[src/hw/fpam_pkg.sv]
package fpam_pkg;

  // ************************************************************
  // apb register map, word aligned
  // ************************************************************
  localparam logic [11:0] OFS_CHG_ACT_C = 12'h000;
  localparam logic [11:0] OFS_DSG_ACT_A = 12'h004;
  localparam logic [11:0] OFS_DSG_ACT_B = 12'h008;
  localparam logic [11:0] OFS_DSG_ACT_C = 12'h00C;
  localparam logic [11:0] OFS_ENABLE_A = 12'h010;
  localparam logic [11:0] OFS_ENABLE_B = 12'h014;
  localparam logic [11:0] OFS_ENABLE_C = 12'h018;
  localparam logic [11:0] OFS_SAFETY_A = 12'h01C;
  localparam logic [11:0] OFS_SAFETY_B = 12'h020;
  localparam logic [11:0] OFS_SAFETY_C = 12'h024;
  localparam logic [11:0] OFS_FET_STATE = 12'h028;

  // ************************************************************
  // reset values
  // ************************************************************
  localparam logic [7:0] RST_CHG_ACT_C = 8'h56;
  localparam logic [7:0] RST_DSG_ACT_A = 8'hE4;
  localparam logic [7:0] RST_DSG_ACT_B = 8'hE6;
  localparam logic [7:0] RST_DSG_ACT_C = 8'hE2;
  localparam logic [7:0] RST_ENABLE = 8'h00;

  // ************************************************************
  // implemented bits; others are reserved and read zero
  // ************************************************************
  localparam logic [7:0] MSK_CHG_ACT_C = 8'h56;
  localparam logic [7:0] MSK_DSG_ACT_A = 8'hE4;
  localparam logic [7:0] MSK_DSG_ACT_B = 8'hE6;
  localparam logic [7:0] MSK_DSG_ACT_C = 8'hE2;
  localparam logic [7:0] MSK_GROUP_C = 8'hF6;

  // discharge action a values with guaranteed immediate turn-off
  localparam logic [7:0] DSG_A_FAST_0 = 8'h80;
  localparam logic [7:0] DSG_A_FAST_1 = 8'hE4;

  // fet state register bit positions
  localparam int FET_STATE_CHG_BIT = 0;
  localparam int FET_STATE_DSG_BIT = 1;

  // ************************************************************
  // timing
  // ************************************************************
  localparam longint CLK_HZ = 10_000_000;
  localparam longint DELAY_NORMAL_MS = 250;
  localparam longint DELAY_SLEEP_MS = 1000;
  localparam int DELAY_NORMAL_CYC = int'(DELAY_NORMAL_MS * CLK_HZ / 1000);
  localparam int DELAY_SLEEP_CYC = int'(DELAY_SLEEP_MS * CLK_HZ / 1000);
  localparam int TICK_W = 24;

  typedef logic [7:0] fpam_field_t;

endpackage : fpam_pkg

[src/hw/fpam_tick_if.sv]
`timescale 1ns/100ps
interface fpam_tick_if;
  logic sleep;
  logic tick;

  modport timer
  (
    input sleep,
    output tick
  );

  modport user
  (
    output sleep,
    input tick
  );
endinterface : fpam_tick_if

[src/hw/fpam_sync.sv]
`timescale 1ns/100ps
module fpam_sync #(
  parameter int W = 1
) (
  input wire logic pclk,
  input wire logic presetn,
  input wire logic [W-1:0] async_in,
  output logic [W-1:0] sync_out
);

  logic [W-1:0] s1_r;
  logic [W-1:0] s2_r;
  logic [W-1:0] s3_r;

  always_ff @(posedge pclk or negedge presetn)
  begin
    if (!presetn)
    begin
      s1_r <= '0;
      s2_r <= '0;
      s3_r <= '0;
    end
    else
    begin
      s1_r <= async_in;
      s2_r <= s1_r;
      s3_r <= s2_r;
    end
  end

  // a bit moves only once the last two stages agree
  always_ff @(posedge pclk or negedge presetn)
  begin
    if (!presetn)
      sync_out <= '0;
    else
      sync_out <= (s2_r & s3_r) | (sync_out & (s2_r | s3_r));
  end

endmodule : fpam_sync

[src/hw/fpam_tick.sv]
`timescale 1ns/100ps
module fpam_tick #(
  parameter int NORMAL_CYC = fpam_pkg::DELAY_NORMAL_CYC,
  parameter int SLEEP_CYC = fpam_pkg::DELAY_SLEEP_CYC
) (
  input wire logic pclk,
  input wire logic presetn,
  fpam_tick_if.timer tif
);

  logic [fpam_pkg::TICK_W-1:0] cnt_r;
  logic [fpam_pkg::TICK_W-1:0] last;

  assign last = tif.sleep ? fpam_pkg::TICK_W'(SLEEP_CYC - 1) : fpam_pkg::TICK_W'(NORMAL_CYC - 1);

  // counter restarts early if leaving sleep shortens the period under it
  always_ff @(posedge pclk or negedge presetn)
  begin
    if (!presetn)
    begin
      cnt_r <= '0;
      tif.tick <= 1'b0;
    end
    else if (cnt_r >= last)
    begin
      cnt_r <= '0;
      tif.tick <= 1'b1;
    end
    else
    begin
      cnt_r <= cnt_r + 1'b1;
      tif.tick <= 1'b0;
    end
  end

endmodule : fpam_tick

[src/hw/fpam_top.sv]
// Summary of operation
// - charge fet goes off when a triggered fault has its charge select bit set
// - discharge fet goes off when a triggered fault has its discharge select bit set
// - charge action field c is eight bits, resets to 0x56
// - charge field c: bit 6 latched short circuit, bit 4 latched overvoltage
// - charge field c: bit 2 precharge timeout, bit 1 host watchdog fault
// - discharge action field a is eight bits, resets to 0xE4
// - discharge field a: bit 7 short circuit, bit 6 tier2, bit 5 tier1 overcurrent
// - discharge field a: bit 2 cell undervoltage
// - field a other than 0x80/0xE4 may delay turn-off 250 ms or 1 s
// - discharge action field b is eight bits, resets to 0xE6
// - discharge field b: bits 7,6,5 fet, internal, discharge overtemperature
// - discharge field b: bit 2 internal, bit 1 discharge undertemperature
// - discharge action field c is eight bits, resets to 0xE2
// - discharge field c: bit 7 tier3, 6 latched short, 5 latched overcurrent
// - discharge field c: bit 1 host watchdog fault
// - each bit acts alone; reserved bits never affect fets
// - safety flag sets only while its protection is enabled
//
// Decided for this implementation: the placing of the registers and register access over APB.
`timescale 1ns/100ps
module fpam_top #(
  parameter int NORMAL_CYC = fpam_pkg::DELAY_NORMAL_CYC,
  parameter int SLEEP_CYC = fpam_pkg::DELAY_SLEEP_CYC
) (
  input wire logic pclk,
  input wire logic presetn,
  input wire logic psel,
  input wire logic penable,
  input wire logic pwrite,
  input wire logic [11:0] paddr,
  input wire logic [31:0] pwdata,
  output logic [31:0] prdata,
  output logic pready,
  output logic pslverr,
  input wire logic [7:0] fault_a,
  input wire logic [7:0] fault_b,
  input wire logic [7:0] fault_c,
  input wire logic sleep_mode,
  output logic charge_fet_off,
  output logic discharge_fet_off
);

  // ************************************************************
  // fault inputs and sleep come from other domains
  // ************************************************************
  logic [24:0] sync_q;
  fpam_sync #(.W(25)) u_sync
  (
    .pclk(pclk),
    .presetn(presetn),
    .async_in({sleep_mode, fault_c, fault_b, fault_a}),
    .sync_out(sync_q)
  );

  fpam_pkg::fpam_field_t flt_a;
  fpam_pkg::fpam_field_t flt_b;
  fpam_pkg::fpam_field_t flt_c;
  assign flt_a = sync_q[7:0];
  assign flt_b = sync_q[15:8];
  assign flt_c = sync_q[23:16];

  fpam_tick_if tif();
  assign tif.sleep = sync_q[24];

  fpam_tick #(.NORMAL_CYC(NORMAL_CYC), .SLEEP_CYC(SLEEP_CYC)) u_tick
  (
    .pclk(pclk),
    .presetn(presetn),
    .tif(tif)
  );

  // ************************************************************
  // apb decode
  // ************************************************************
  logic wr_en;
  logic setup;
  assign pready = 1'b1;
  assign wr_en = psel && penable && pwrite;
  assign setup = psel && !penable;

  function automatic logic hit(input logic [11:0] a, input logic [11:0] ofs);
    hit = (a == ofs);
  endfunction : hit

  function automatic fpam_pkg::fpam_field_t any_sel(input fpam_pkg::fpam_field_t flag,
                                                     input fpam_pkg::fpam_field_t sel,
                                                     input fpam_pkg::fpam_field_t msk);
    any_sel = flag & sel & msk;
  endfunction : any_sel

  // ************************************************************
  // action and enable fields
  // ************************************************************
  fpam_pkg::fpam_field_t chg_c_r;
  fpam_pkg::fpam_field_t dsg_a_r;
  fpam_pkg::fpam_field_t dsg_b_r;
  fpam_pkg::fpam_field_t dsg_c_r;
  fpam_pkg::fpam_field_t en_a_r;
  fpam_pkg::fpam_field_t en_b_r;
  fpam_pkg::fpam_field_t en_c_r;

  // reserved positions are never stored
  always_ff @(posedge pclk or negedge presetn)
  begin
    if (!presetn)
    begin
      chg_c_r <= fpam_pkg::RST_CHG_ACT_C;
      dsg_a_r <= fpam_pkg::RST_DSG_ACT_A;
      dsg_b_r <= fpam_pkg::RST_DSG_ACT_B;
      dsg_c_r <= fpam_pkg::RST_DSG_ACT_C;
    end
    else if (wr_en)
    begin
      if (hit(paddr, fpam_pkg::OFS_CHG_ACT_C))
        chg_c_r <= pwdata[7:0] & fpam_pkg::MSK_CHG_ACT_C;
      else if (hit(paddr, fpam_pkg::OFS_DSG_ACT_A))
        dsg_a_r <= pwdata[7:0] & fpam_pkg::MSK_DSG_ACT_A;
      else if (hit(paddr, fpam_pkg::OFS_DSG_ACT_B))
        dsg_b_r <= pwdata[7:0] & fpam_pkg::MSK_DSG_ACT_B;
      else if (hit(paddr, fpam_pkg::OFS_DSG_ACT_C))
        dsg_c_r <= pwdata[7:0] & fpam_pkg::MSK_DSG_ACT_C;
    end
  end

  always_ff @(posedge pclk or negedge presetn)
  begin
    if (!presetn)
    begin
      en_a_r <= fpam_pkg::RST_ENABLE;
      en_b_r <= fpam_pkg::RST_ENABLE;
      en_c_r <= fpam_pkg::RST_ENABLE;
    end
    else if (wr_en)
    begin
      if (hit(paddr, fpam_pkg::OFS_ENABLE_A))
        en_a_r <= pwdata[7:0] & fpam_pkg::MSK_DSG_ACT_A;
      else if (hit(paddr, fpam_pkg::OFS_ENABLE_B))
        en_b_r <= pwdata[7:0] & fpam_pkg::MSK_DSG_ACT_B;
      else if (hit(paddr, fpam_pkg::OFS_ENABLE_C))
        en_c_r <= pwdata[7:0] & fpam_pkg::MSK_GROUP_C;
    end
  end

  // ************************************************************
  // safety status, sticky, write one to clear
  // ************************************************************
  fpam_pkg::fpam_field_t stat_a_r;
  fpam_pkg::fpam_field_t stat_b_r;
  fpam_pkg::fpam_field_t stat_c_r;
  fpam_pkg::fpam_field_t clr_a;
  fpam_pkg::fpam_field_t clr_b;
  fpam_pkg::fpam_field_t clr_c;

  assign clr_a = (wr_en && hit(paddr, fpam_pkg::OFS_SAFETY_A)) ? pwdata[7:0] : 8'h00;
  assign clr_b = (wr_en && hit(paddr, fpam_pkg::OFS_SAFETY_B)) ? pwdata[7:0] : 8'h00;
  assign clr_c = (wr_en && hit(paddr, fpam_pkg::OFS_SAFETY_C)) ? pwdata[7:0] : 8'h00;

  // a fault still present wins over a clear in the same cycle
  always_ff @(posedge pclk or negedge presetn)
  begin
    if (!presetn)
    begin
      stat_a_r <= 8'h00;
      stat_b_r <= 8'h00;
      stat_c_r <= 8'h00;
    end
    else
    begin
      stat_a_r <= (stat_a_r & ~clr_a) | (flt_a & en_a_r);
      stat_b_r <= (stat_b_r & ~clr_b) | (flt_b & en_b_r);
      stat_c_r <= (stat_c_r & ~clr_c) | (flt_c & en_c_r);
    end
  end

  // ************************************************************
  // fet action map
  // ************************************************************
  logic chg_req;
  logic dsg_a_raw;
  logic dsg_a_fast;
  logic dsg_a_hold_r;
  logic dsg_req;

  assign chg_req = |any_sel(stat_c_r, chg_c_r, fpam_pkg::MSK_CHG_ACT_C);
  assign dsg_a_raw = |any_sel(stat_a_r, dsg_a_r, fpam_pkg::MSK_DSG_ACT_A);
  assign dsg_a_fast = (dsg_a_r == fpam_pkg::DSG_A_FAST_0) || (dsg_a_r == fpam_pkg::DSG_A_FAST_1);

  // other field a values only get the slow periodic evaluation
  always_ff @(posedge pclk or negedge presetn)
  begin
    if (!presetn)
      dsg_a_hold_r <= 1'b0;
    else if (tif.tick)
      dsg_a_hold_r <= dsg_a_raw;
  end

  assign dsg_req = (dsg_a_fast ? dsg_a_raw : dsg_a_hold_r)
                 | (|any_sel(stat_b_r, dsg_b_r, fpam_pkg::MSK_DSG_ACT_B))
                 | (|any_sel(stat_c_r, dsg_c_r, fpam_pkg::MSK_DSG_ACT_C));

  always_ff @(posedge pclk or negedge presetn)
  begin
    if (!presetn)
    begin
      charge_fet_off <= 1'b0;
      discharge_fet_off <= 1'b0;
    end
    else
    begin
      charge_fet_off <= chg_req;
      discharge_fet_off <= dsg_req;
    end
  end

  // ************************************************************
  // apb read data, captured in the setup cycle
  // ************************************************************
  always_ff @(posedge pclk or negedge presetn)
  begin
    if (!presetn)
    begin
      prdata <= 32'h0000_0000;
      pslverr <= 1'b0;
    end
    else if (setup)
    begin
      pslverr <= 1'b0;
      prdata <= 32'h0000_0000;
      if (hit(paddr, fpam_pkg::OFS_CHG_ACT_C))
        prdata[7:0] <= chg_c_r;
      else if (hit(paddr, fpam_pkg::OFS_DSG_ACT_A))
        prdata[7:0] <= dsg_a_r;
      else if (hit(paddr, fpam_pkg::OFS_DSG_ACT_B))
        prdata[7:0] <= dsg_b_r;
      else if (hit(paddr, fpam_pkg::OFS_DSG_ACT_C))
        prdata[7:0] <= dsg_c_r;
      else if (hit(paddr, fpam_pkg::OFS_ENABLE_A))
        prdata[7:0] <= en_a_r;
      else if (hit(paddr, fpam_pkg::OFS_ENABLE_B))
        prdata[7:0] <= en_b_r;
      else if (hit(paddr, fpam_pkg::OFS_ENABLE_C))
        prdata[7:0] <= en_c_r;
      else if (hit(paddr, fpam_pkg::OFS_SAFETY_A))
        prdata[7:0] <= stat_a_r;
      else if (hit(paddr, fpam_pkg::OFS_SAFETY_B))
        prdata[7:0] <= stat_b_r;
      else if (hit(paddr, fpam_pkg::OFS_SAFETY_C))
        prdata[7:0] <= stat_c_r;
      else if (hit(paddr, fpam_pkg::OFS_FET_STATE))
      begin
        prdata[fpam_pkg::FET_STATE_CHG_BIT] <= charge_fet_off;
        prdata[fpam_pkg::FET_STATE_DSG_BIT] <= discharge_fet_off;
      end
      else
        pslverr <= 1'b1;
    end
  end

  logic wr_chg_c_seen_r;
  logic wr_dsg_seen_r;
  always_ff @(posedge pclk or negedge presetn)
  begin
    if (!presetn)
    begin
      wr_chg_c_seen_r <= 1'b0;
      wr_dsg_seen_r <= 1'b0;
    end
    else if (wr_en)
    begin
      wr_chg_c_seen_r <= wr_chg_c_seen_r | hit(paddr, fpam_pkg::OFS_CHG_ACT_C);
      wr_dsg_seen_r <= wr_dsg_seen_r | hit(paddr, fpam_pkg::OFS_DSG_ACT_A)
                     | hit(paddr, fpam_pkg::OFS_DSG_ACT_B) | hit(paddr, fpam_pkg::OFS_DSG_ACT_C);
    end
  end
endmodule : fpam_top

[config.mk]
export PLATFORM = sky130hd
export DESIGN_NAME = fpam_top
export DESIGN_NICKNAME = d
export VERILOG_FILES = /design/src/hw/fpam_pkg.sv /design/src/hw/fpam_tick_if.sv /design/src/hw/fpam_sync.sv /design/src/hw/fpam_tick.sv /design/src/hw/fpam_top.sv
export SDC_FILE = /design/constraint.sdc
export NUM_CORES = 1
export LEC_CHECK = 0
export ABC_AREA = 1
export ABC_CLOCK_PERIOD_IN_PS = 3400
export BUFFER_PORTS_ARGS = -buffer_cell sky130_fd_sc_hd__buf_2
export CAP_MARGIN = 20
export CORE_MARGIN = 3
export CORE_UTILIZATION = 47
export DETAILED_ROUTE_END_ITERATION = 16
export GPL_TIMING_DRIVEN = 0
export PLACE_DENSITY_LB_ADDON = 0.3
export SLEW_MARGIN = 0
export SYNTH_ARGS = -nofsm -noshare
export SYNTH_HDL_FRONTEND = slang
export SYNTH_SLANG_ARGS = --single-unit
export TNS_END_PERCENT = 1
[constraint.sdc]
create_clock -name pclk -period 3.4 [get_ports pclk]
set_input_delay 1.02 -clock pclk [delete_from_list [all_inputs] [get_ports pclk]]
set_output_delay 1.02 -clock pclk [all_outputs]
set_load 0.02 [all_outputs]
==> reports/results.tsv, run 1 <==
metric	value	unit
synth_cell_types	45	
internal-power	3012	uW
initial_core_util	48.57	%
place_congestion	0.9520	
grt_usage	19.18	%
crit_type	flip-flop to flip-flop	
final_cell_mix	184 x nand2_1, 140 x dfrtp_1, 62 x inv_1	
crit_path_start_kind	flip-flop	
drv_slew	0	
fp.dieW	129.0	microns
num_vias	5174	
drt_wl_total	15100	microns
slowest_delay	0.56	ns
via_per_inst	4.999	
grt_antenna_before_repair	0	
synth-simple-area-share	22.45	%
avgSynthCellArea	9.561	sq um
cp-end-kind	flip-flop	
status	finished clean	
worstHoldEndpoint	u_sync.s2_r[9]	
path_cells	inv_1, ha_1, nand2_1, nor3b_1, nor3b_1, nand3_1, nand3_1, buf_4, nor2_1	
cpMaxStageDelayCell	dfrtp_1	
coreArea	14640	sq um
cts_setup_buffers	0	
diodes	0	
die_y	129.0	microns
final_common_cell	nand2_1	
max_freq	379.9	MHz
path_clk_slew	0.06	ns
cts_resized	0	
yosys_register_bits	157	
grt-ovfl-total	0	
yosys.area_share.adder	4.890	%
htreeDepth	4	
synth-edff-count	0	
grt_max_degree	90	
rr_worst_depth	9	
cp.depth	9	
cp.arrival	2.94	ns
fin_setup_tns	0	ns
crit_family	simple AND/OR/NAND/NOR gates	
hold_start	u_sync.s1_r[9]	
fin_crit_sh	77.42	%
first_pass_iters	5	
cts_tree	built	
switching_share	23.04	%
rrSetupSlack	0.77	ns
hold_ws	0.3458	ns
cts_buffers	17	
synth_area_leaders	dfrtp_1 49%, nand2_1 9.7%, dfstp_2 6.3%	
synthCells	744	
detail_route.wl_per_cell	14.59	microns
ant_nets	0	
async_reset_ff_share	100.0	%
crit_buf_inv	2	
final-hold-violation-count	0	
synth_flop_cell	dfrtp_1	
seq_area_frac_synth	55.53	%
p_leak	0.003938	uW
p_switching	902.0	uW
place_hpwl	10880	microns
nFillCells	1308	
cts_max_path_buffers	2	
fin_crit	2.632	ns
comb_power_share	5.4	%
io_buffer_count	51	
max-vdd-ir-drop	0.3603	mV
maxSlewHeadroom	56.30	%
drive_gt1_share	20.33	%
required	3.70	ns
startpoint	u_sync.sync_out[24]	
synth_warnings	0	
cap_violations	0	
drtIter0Drc	410	
cts_num_sinks	157	
place_worst_setup_slack	0.6366	ns
synth_top_family_by_area	simple AND/OR/NAND/NOR gates	
r2r_end	u_tick.cnt_r[15]	
ios	110	
hold_buffers	0	
row_count	44	
syn_area	7113	sq um
synth-compound-area-share	8.285	%
synth_top_cell_area_share	49.25	%
drc	0	
whs_path_depth	0	
synthMuxAreaShare	0	%
seq_power_share	49.9	%
yosysTopAreaCell	dfrtp_1	
fp.dieArea	16650	sq um
hp-class	flip-flop to flip-flop	
worst_pin_slew	0.6555	ns
setup_slack	0.7676	ns
power.density	473.5	nW/um^2
fin_skew	0.006625	ns
fin_nets	927	
regToRegStartpoint	u_sync.sync_out[24]	
grt_pass1_wl	25040	microns
clock_latency	0.42	ns
syn_to_final_growth	16.22	%
pwr-share-clk	44.7	%
grt_pass1_vias	4985	
finalSetupViolCount	0	
rsz0062_at_grt	false	
root_buffer	clkbuf_16	
synth_xor_area_share	1.724	%
cp_max_fo	10	
through the flow:
| stage | instances | cell area [sq um] | utilization [%] | total power [uW] |
|---|---|---|---|---|
| detailed placement | 1003 | 7719 | 52.71 | 2200 |
| global placement | 1002 | 7685 | 52.48 | 2190 |
| CTS | 1035 | 8267 | 56.45 | 3960 |
| global route | 1035 | 8267 | 56.45 | 4068 |
| finish | 1035 | 8267 | 56.45 | 3914 |
| floorplan | 767 | 7199 | - | 2100 |
layer usage:
layer / routed length, microns / up-vias / global-route usage [%]
met4: 397 / 0 / 8.338
met3: 766 / 31 / 3.792
met2: 6651 / 149 / 28.90
met1: 7283 / 2398 / 27.21
li1: - / 2596 / -
met5: 0 / - / 0
Yosys cell counts (10+ instances only):
library cell,instances
a21oi_1,22
buf_4,27
dfrtp_1,140
dfstp_2,17
ha_1,15
inv_1,62
inv_2,11
maj3_1,16
nand2_1,184
nand3_1,28
nand4_1,14
nor2_1,54
nor2_4,10
o21ai_0,57
worst register-to-register path, stage by stage (launching register included):
cell	delay, ns
dfrtp_1	0.56
inv_1	0.26
ha_1	0.37
nand2_1	0.06
nor3b_1	0.23
nor3b_1	0.32
nand3_1	0.12
nand3_1	0.29
buf_4	0.26
nor2_1	0.07
area by class of cell:
type	count	area, sq um	area share, %
inverter	75	281.5	3.405
sequential	157	3950	47.78
tap	184	230.2	2.785
clock inverter	8	56.30	0.6811
clock buffer	24	491.7	5.948
buffer	29	217.7	2.634
multi-input combinational	506	2750	33.27
timing repair buffer	52	289.0	3.496
state kept, by name, indices dropped and copies added, names as in the netlist, 4 cells and up:
| signal | flops |
|---|---|
| chg_c_r | 4 |
| u_sync.s1_r | 16 |
| u_sync.s2_r | 16 |
| u_sync.s3_r | 16 |
| u_sync.sync_out | 16 |
| dsg_a_r | 4 |
| en_a_r | 4 |
| dsg_b_r | 5 |
| en_c_r | 6 |
| stat_c_r | 8 |
| dsg_c_r | 4 |
| u_tick.cnt_r | 24 |
| stat_b_r | 8 |
| prdata | 8 |
| stat_a_r | 8 |
| en_b_r | 5 |
logic make-up after synthesis:
family,after synthesis
other cells,2
compound gates,106
xor+xnor,14
flops,157
fa+ha+maj,31
simple gates,330
buf+inv,104
power by group through the flow:
stage / sequential (uW) / clock [uW] / combinational (uW)
floorplan: 1980 / 0 / 118
global placement: 1980 / 0 / 205
detailed placement: 1990 / 0 / 214
CTS: 1950 / 1790 / 215
global route: 1960 / 1870 / 240
finish: 1950 / 1750 / 212
how the worst max path moves through the flow:
stage                        to
2_1_floorplan         prdata[4]
3_3_place_gp   u_tick.cnt_r[16]
3_5_place_dp        stat_b_r[2]
4_1_cts        u_tick.cnt_r[15]
5_1_grt         u_tick.cnt_r[7]
6_report       u_tick.cnt_r[15]
Note: power is estimated with default switching activity, not from simulation.
==> run 2: changes to the inputs <==
--- a/config.mk
+++ b/config.mk
@@ -6,7 +6,7 @@
 export NUM_CORES = 1
 export LEC_CHECK = 0
 export ABC_AREA = 1
-export ABC_CLOCK_PERIOD_IN_PS = 3400
+export ABC_CLOCK_PERIOD_IN_PS = 2540
 export BUFFER_PORTS_ARGS = -buffer_cell sky130_fd_sc_hd__buf_2
 export CAP_MARGIN = 20
 export CORE_MARGIN = 3
==> constraint.sdc (replaced) <==
create_clock -name pclk -period 2.54 [get_ports pclk]
set_input_delay 0.762 -clock pclk [delete_from_list [all_inputs] [get_ports pclk]]
set_output_delay 0.762 -clock pclk [all_outputs]
set_load 0.02 [all_outputs]
==> run 2 against run 1 <==
  * Global-route usage hardly changed
  * Clock skew fell by 0.0012 ns
  * Die area did not move
  * Sequential power rose by 34%
  * First-iteration DRC count rose by 1.7%
  * Combinational power grew 37%
  * Sequential share of layout area decreased by 0.33 points
  * Fmax up 13%
  * Clock-buffer cell count unchanged
  * Critical path type unchanged
==> reports/results.tsv, run 2 (synthesis gave the netlist of run 1 again) <==
metric	value	unit
grt_pass1_wl	25020	microns
grt_max_degree	90	
crit_top_cell	nand2_1	
final_common_cell	nand2_1	
largest_reg_flops	24	
root_buffer	clkbuf_16	
hold_ws	0.3391	ns
cp.arrival	2.67	ns
num_vias	5227	
path_cells	clkinvlp_4, ha_1, nand2_1, o21bai_1, nand2_1, a221oi_1, nand3_2, buf_4, nor3b_1	
via_per_inst	5.021	
grt-ovfl-total	0	
place_congestion	0.9520	
drv_slew	0	
coreArea	14640	sq um
path_clk_slew	0.06	ns
slowest_delay	0.50	ns
drive_gt1_share	21.35	%
crit_type	flip-flop to flip-flop	
design_area	8327	sq um
finish.utilization	56.86	%
diodes	0	
fp.dieW	129.0	microns
final_cell_mix	184 x nand2_1, 139 x dfrtp_1, 61 x inv_1	
first_pass_iters	6	
setup_slack	0.2014	ns
place_worst_setup_slack	-0.09793	ns
drtIter0Drc	417	
ios	110	
fp.dieArea	16650	sq um
regToRegStartpoint	u_sync.sync_out[24]	
cap_violations	0	
status	finished clean	
drc	0	
grt_pass1_vias	4987	
cpMaxStageDelayCell	dfrtp_2	
cts_num_sinks	157	
dpl_cell_area	7719	sq um
cts_max_path_buffers	2	
p_leak	0.003971	uW
fin_crit_sh	92.07	%
nFillCells	1300	
startpoint	u_sync.sync_out[24]	
cts_buffers	17	
maxSlewHeadroom	56.97	%
io_buffer_count	51	
hp-class	input pin to asynchronous set/reset pin	
ant_nets	0	
drt_wl_total	15140	microns
top_register	u_tick.cnt_r	
hold_buffers	0	
grt_usage	19.17	%
fin_skew	0.005451	ns
required	2.87	ns
worst_pin_slew	0.6454	ns
cts_tree	built	
htreeDepth	4	
row_count	44	
fin_nets	933	
crit_path_start_kind	flip-flop	
cp-end-kind	flip-flop	
power.density	630.0	nW/um^2
max-vdd-ir-drop	0.4809	mV
syn_to_final_growth	17.06	%
detail_route.wl_per_cell	14.55	microns
cp_max_fo	8	
initial_core_util	48.57	%
power	5245	uW
place_hpwl	10880	microns
grt_antenna_before_repair	0	
die_y	129.0	microns
finalSetupViolCount	0	
final-hold-violation-count	0	
clock_latency	0.42	ns
max_freq	427.6	MHz
fin_crit	2.339	ns
## run 2: changes by cell type in the layout (fill, tap and decap cells not counted), sizes merged
cell	delta
buf	+6
clkinvlp	+1
inv	-1
## run 2: power breakdown
group | internal [uW] | switching [uW] | total (uW) | leakage, uW
clock | 1360 | 984 | 2340 | 0.000267
sequential | 2570 | 41.0 | 2620 | 0.00188
combinational | 106 | 184 | 290 | 0.00182
total | 4040 | 1210 | 5250 | 0.00397
## run 2: cell type report
type	instances	area, sq um	share of cell area, %
clock buffers	24	491.7	5.905
repair buffers	58	334.1	4.012
plain buffers	29	217.7	2.615
flip-flops and latches	157	3951	47.45
well taps	184	230.2	2.765
multi-input cells	506	2760	33.15
clock inverters	8	56.30	0.6762
inverters	75	285.3	3.426
## run 2: worst paths after layout
check,endpoint,slack [ns],depth (start not counted)
max,u_tick.cnt_r[12],0.20,9
min,prdata[7],0.34,1
max reg2reg,u_tick.cnt_r[12],0.20,9
min reg2reg,u_sync.s2_r[13],0.35,0
max in group asynchronous,u_sync.sync_out[24],1.36,2
min in group pclk,u_sync.s2_r[13],0.35,0
## run 2: what timing repair did
| action | CTS | global route |
|---|---|---|
| setup endpoints to repair | 20 | 22 |
| setup buffers | 0 | 6 |
| pin swaps | 0 | 1 |
| resized for setup | 1 | 3 |
## run 2: per-layer routing
metal	up-vias	routed length, microns	GRT usage (%)
met5	-	0	0
met4	0	404	8.338
met3	34	836	3.792
met2	163	6703	28.90
met1	2424	7200	27.17
li1	2606	-	-
## run 2: metrics by stage
stage	TNS (ns)	instances
after floorplan	0	767
after global placement	-241.55	1002
after detailed placement	-1.634	1003
after CTS	0	1035
after global routing	-0.05903	1041
final	0	1041
## run 2: critical path: cells and delay by family, from the launching register on
family          cells  cell delay, ns
buf+inv             2            0.42
fa+ha+maj           1            0.33
compound gates      2            0.43
simple gates        4            0.57
flops               1            0.50
==> run 3: changes to the inputs <==
--- a/config.mk
+++ b/config.mk
@@ -9,8 +9,10 @@
 export ABC_CLOCK_PERIOD_IN_PS = 2540
 export BUFFER_PORTS_ARGS = -buffer_cell sky130_fd_sc_hd__buf_2
 export CAP_MARGIN = 20
+export CELL_PAD_IN_SITES_DETAIL_PLACEMENT = 1
+export CELL_PAD_IN_SITES_GLOBAL_PLACEMENT = 1
 export CORE_MARGIN = 3
-export CORE_UTILIZATION = 47
+export CORE_UTILIZATION = 44
 export DETAILED_ROUTE_END_ITERATION = 16
 export GPL_TIMING_DRIVEN = 0
 export PLACE_DENSITY_LB_ADDON = 0.3
@@ -18,4 +20,3 @@
 export SYNTH_ARGS = -nofsm -noshare
 export SYNTH_HDL_FRONTEND = slang
 export SYNTH_SLANG_ARGS = --single-unit
-export TNS_END_PERCENT = 1
==> run 3 against run 2 <==
  * Cell count is 2.3% higher
  * Flip-flop and latch count did not move
  * Clock-buffer cell count down 4
  * Total power is 3.8% higher
  * Non-clock buffer count is 3 lower
  * Critical path type unchanged
==> reports/results.tsv, run 3 (synthesis gave the netlist of run 1 again) <==
metric	value	unit
status	finished clean	
ios	110	
p_leak	0.003978	uW
crit_type	flip-flop to flip-flop	
grt_pass1_vias	6064	
fp.dieW	133.1	microns
max-vdd-ir-drop	0.4314	mV
drt_wl_total	19340	microns
nFillCells	1794	
cp_max_fo	10	
finish.utilization	54.15	%
fin_crit	2.457	ns
seq_power_share	48.1	%
p_switching	1309	uW
cpMaxStageDelayCell	dfrtp_2	
place_congestion	0.9364	
cts_num_sinks	157	
drtIter0Drc	340	
layoutNonFillerInstCount	1065	
io_buffer_count	51	
via_per_inst	5.219	
dp.cells	1030	
cp.arrival	2.81	ns
grt_usage	22.79	%
drive_gt1_share	21.43	%
final_cell_mix	184 x nand2_1, 139 x dfrtp_1, 61 x inv_1	
final_common_cell	nand2_1	
fin_crit_sh	96.72	%
slowest_delay	0.49	ns
path_cells	clkinvlp_4, ha_1, nand2_1, o21bai_1, nand2_1, a221oi_1, nand3_2, buf_4, nor2_1	
rrSetupSlack	0.08	ns
rsz0062_at_grt	true	
path_clk_slew	0.06	ns
ant_nets	0	
grt_pass1_wl	31840	microns
htreeDepth	4	
worst_pin_slew	0.5887	ns
dpl_cell_area	7752	sq um
rr_worst_depth	9	
comb_power_share	5.6	%
drv_slew	0	
crit_path_start_kind	flip-flop	
die_y	133.1	microns
crit_top_cell	nand2_1	
fin_nets	930	
design_area	8384	sq um
pwr-share-clk	46.4	%
crit_buf_inv	2	
fp.dieArea	17730	sq um
final-hold-violation-count	0	
initial_core_util	45.94	%
syn_to_final_growth	17.87	%
power	5443	uW
cts_max_path_buffers	2	
detail_route.wl_per_cell	18.16	microns
num_vias	5558	
cts_buffers	17	
switching_share	24.04	%
largest_reg_flops	24	
coreArea	15480	sq um
power.density	649.2	nW/um^2
diodes	0	
place_hpwl	13820	microns
grt_max_degree	101	
hold_buffers	0	
root_buffer	clkbuf_16	
cap_violations	0	
row_count	45	
clock_latency	0.43	ns
maxSlewHeadroom	60.75	%
internal-power	4134	uW
cp-end-kind	flip-flop	
first_pass_iters	4	
finalSetupViolCount	0	
r2r_end	u_tick.cnt_r[20]	
cts_tree	built	
top_register	u_tick.cnt_r	
fin_skew	0.009769	ns
grt_antenna_before_repair	0	
max_freq	407.1	MHz
required	2.89	ns
regToRegStartpoint	u_sync.sync_out[24]	
crit_family	simple AND/OR/NAND/NOR gates	
drc	0	
hp-class	input pin to asynchronous set/reset pin	
grt-ovfl-total	0	
-- run 3: cell count changes in the layout (fill, tap and decap cells not counted), sizes merged --
cell / delta
clkbuf: -4
buf: -3
inv: +3
bufinv: +1
clkinv: +1
clkinvlp: -1
-- run 3: worst max path at each step --
stage                       endpoint           startpoint  slack (ns)  depth (start not counted)
finish              u_tick.cnt_r[20]  u_sync.sync_out[24]        0.08                          9
global route         u_tick.cnt_r[3]  u_sync.sync_out[24]       -0.04                          9
CTS                 u_tick.cnt_r[20]  u_sync.sync_out[24]        0.14                          9
detailed placement       stat_b_r[6]            paddr[11]       -0.17                          9
global placement    u_tick.cnt_r[11]              presetn       -1.52                          1
floorplan           u_tick.cnt_r[15]  u_sync.sync_out[24]        0.52                          9
-- run 3: final cells by class --
class / instances / area, sq um / share of cell area [%]
multi-input combinational: 506 / 2760 / 32.92
buffer: 29 / 217.7 / 2.597
clock inverter: 12 / 127.6 / 1.522
clock buffer: 20 / 466.7 / 5.566
timing repair buffer: 55 / 311.5 / 3.716
tap: 211 / 264.0 / 3.149
sequential: 157 / 3951 / 47.13
inverter: 75 / 285.3 / 3.402
-- run 3: power by group through the flow --
stage / registers, uW / clock network, uW / logic, uW
floorplan: 2650 / 0 / 158
finish: 2620 / 2520 / 303
global placement: 2660 / 0 / 274
CTS: 2620 / 2580 / 300
global route: 2620 / 2710 / 340
detailed placement: 2660 / 0 / 297
-- run 3: through the flow --
stage,hold slack [ns],setup slack (ns),setup TNS [ns]
4_1_cts,0.3106,0.1387,0
6_report,0.2865,0.08339,0
3_5_place_dp,0.3363,-0.1735,-3.956
3_3_place_gp,0.3312,-1.519,-222.63
2_1_floorplan,0.3312,0.5209,0
5_1_grt,0.3265,-0.03912,-0.03912
-- run 3: repair_timing --
action / in CTS / in global routing
resized for setup: 4 / 0
endpoints found under the setup margin: 23 / 5
buffers inserted: 1 / 2
cloned: 0 / 0
endpoints found under the hold margin: 0 / 0
pin swaps: 1 / 0
-- run 3: metal layers --
metal / vias up / track usage [%] / part of all wire [%]
li1: 2591 / - / -
met1: 2781 / 28.33 / 43
met2: 147 / 39.95 / 50
met3: 39 / 4.343 / 4.0
met4: 0 / 7.886 / 2.4
met5: - / 0 / 0
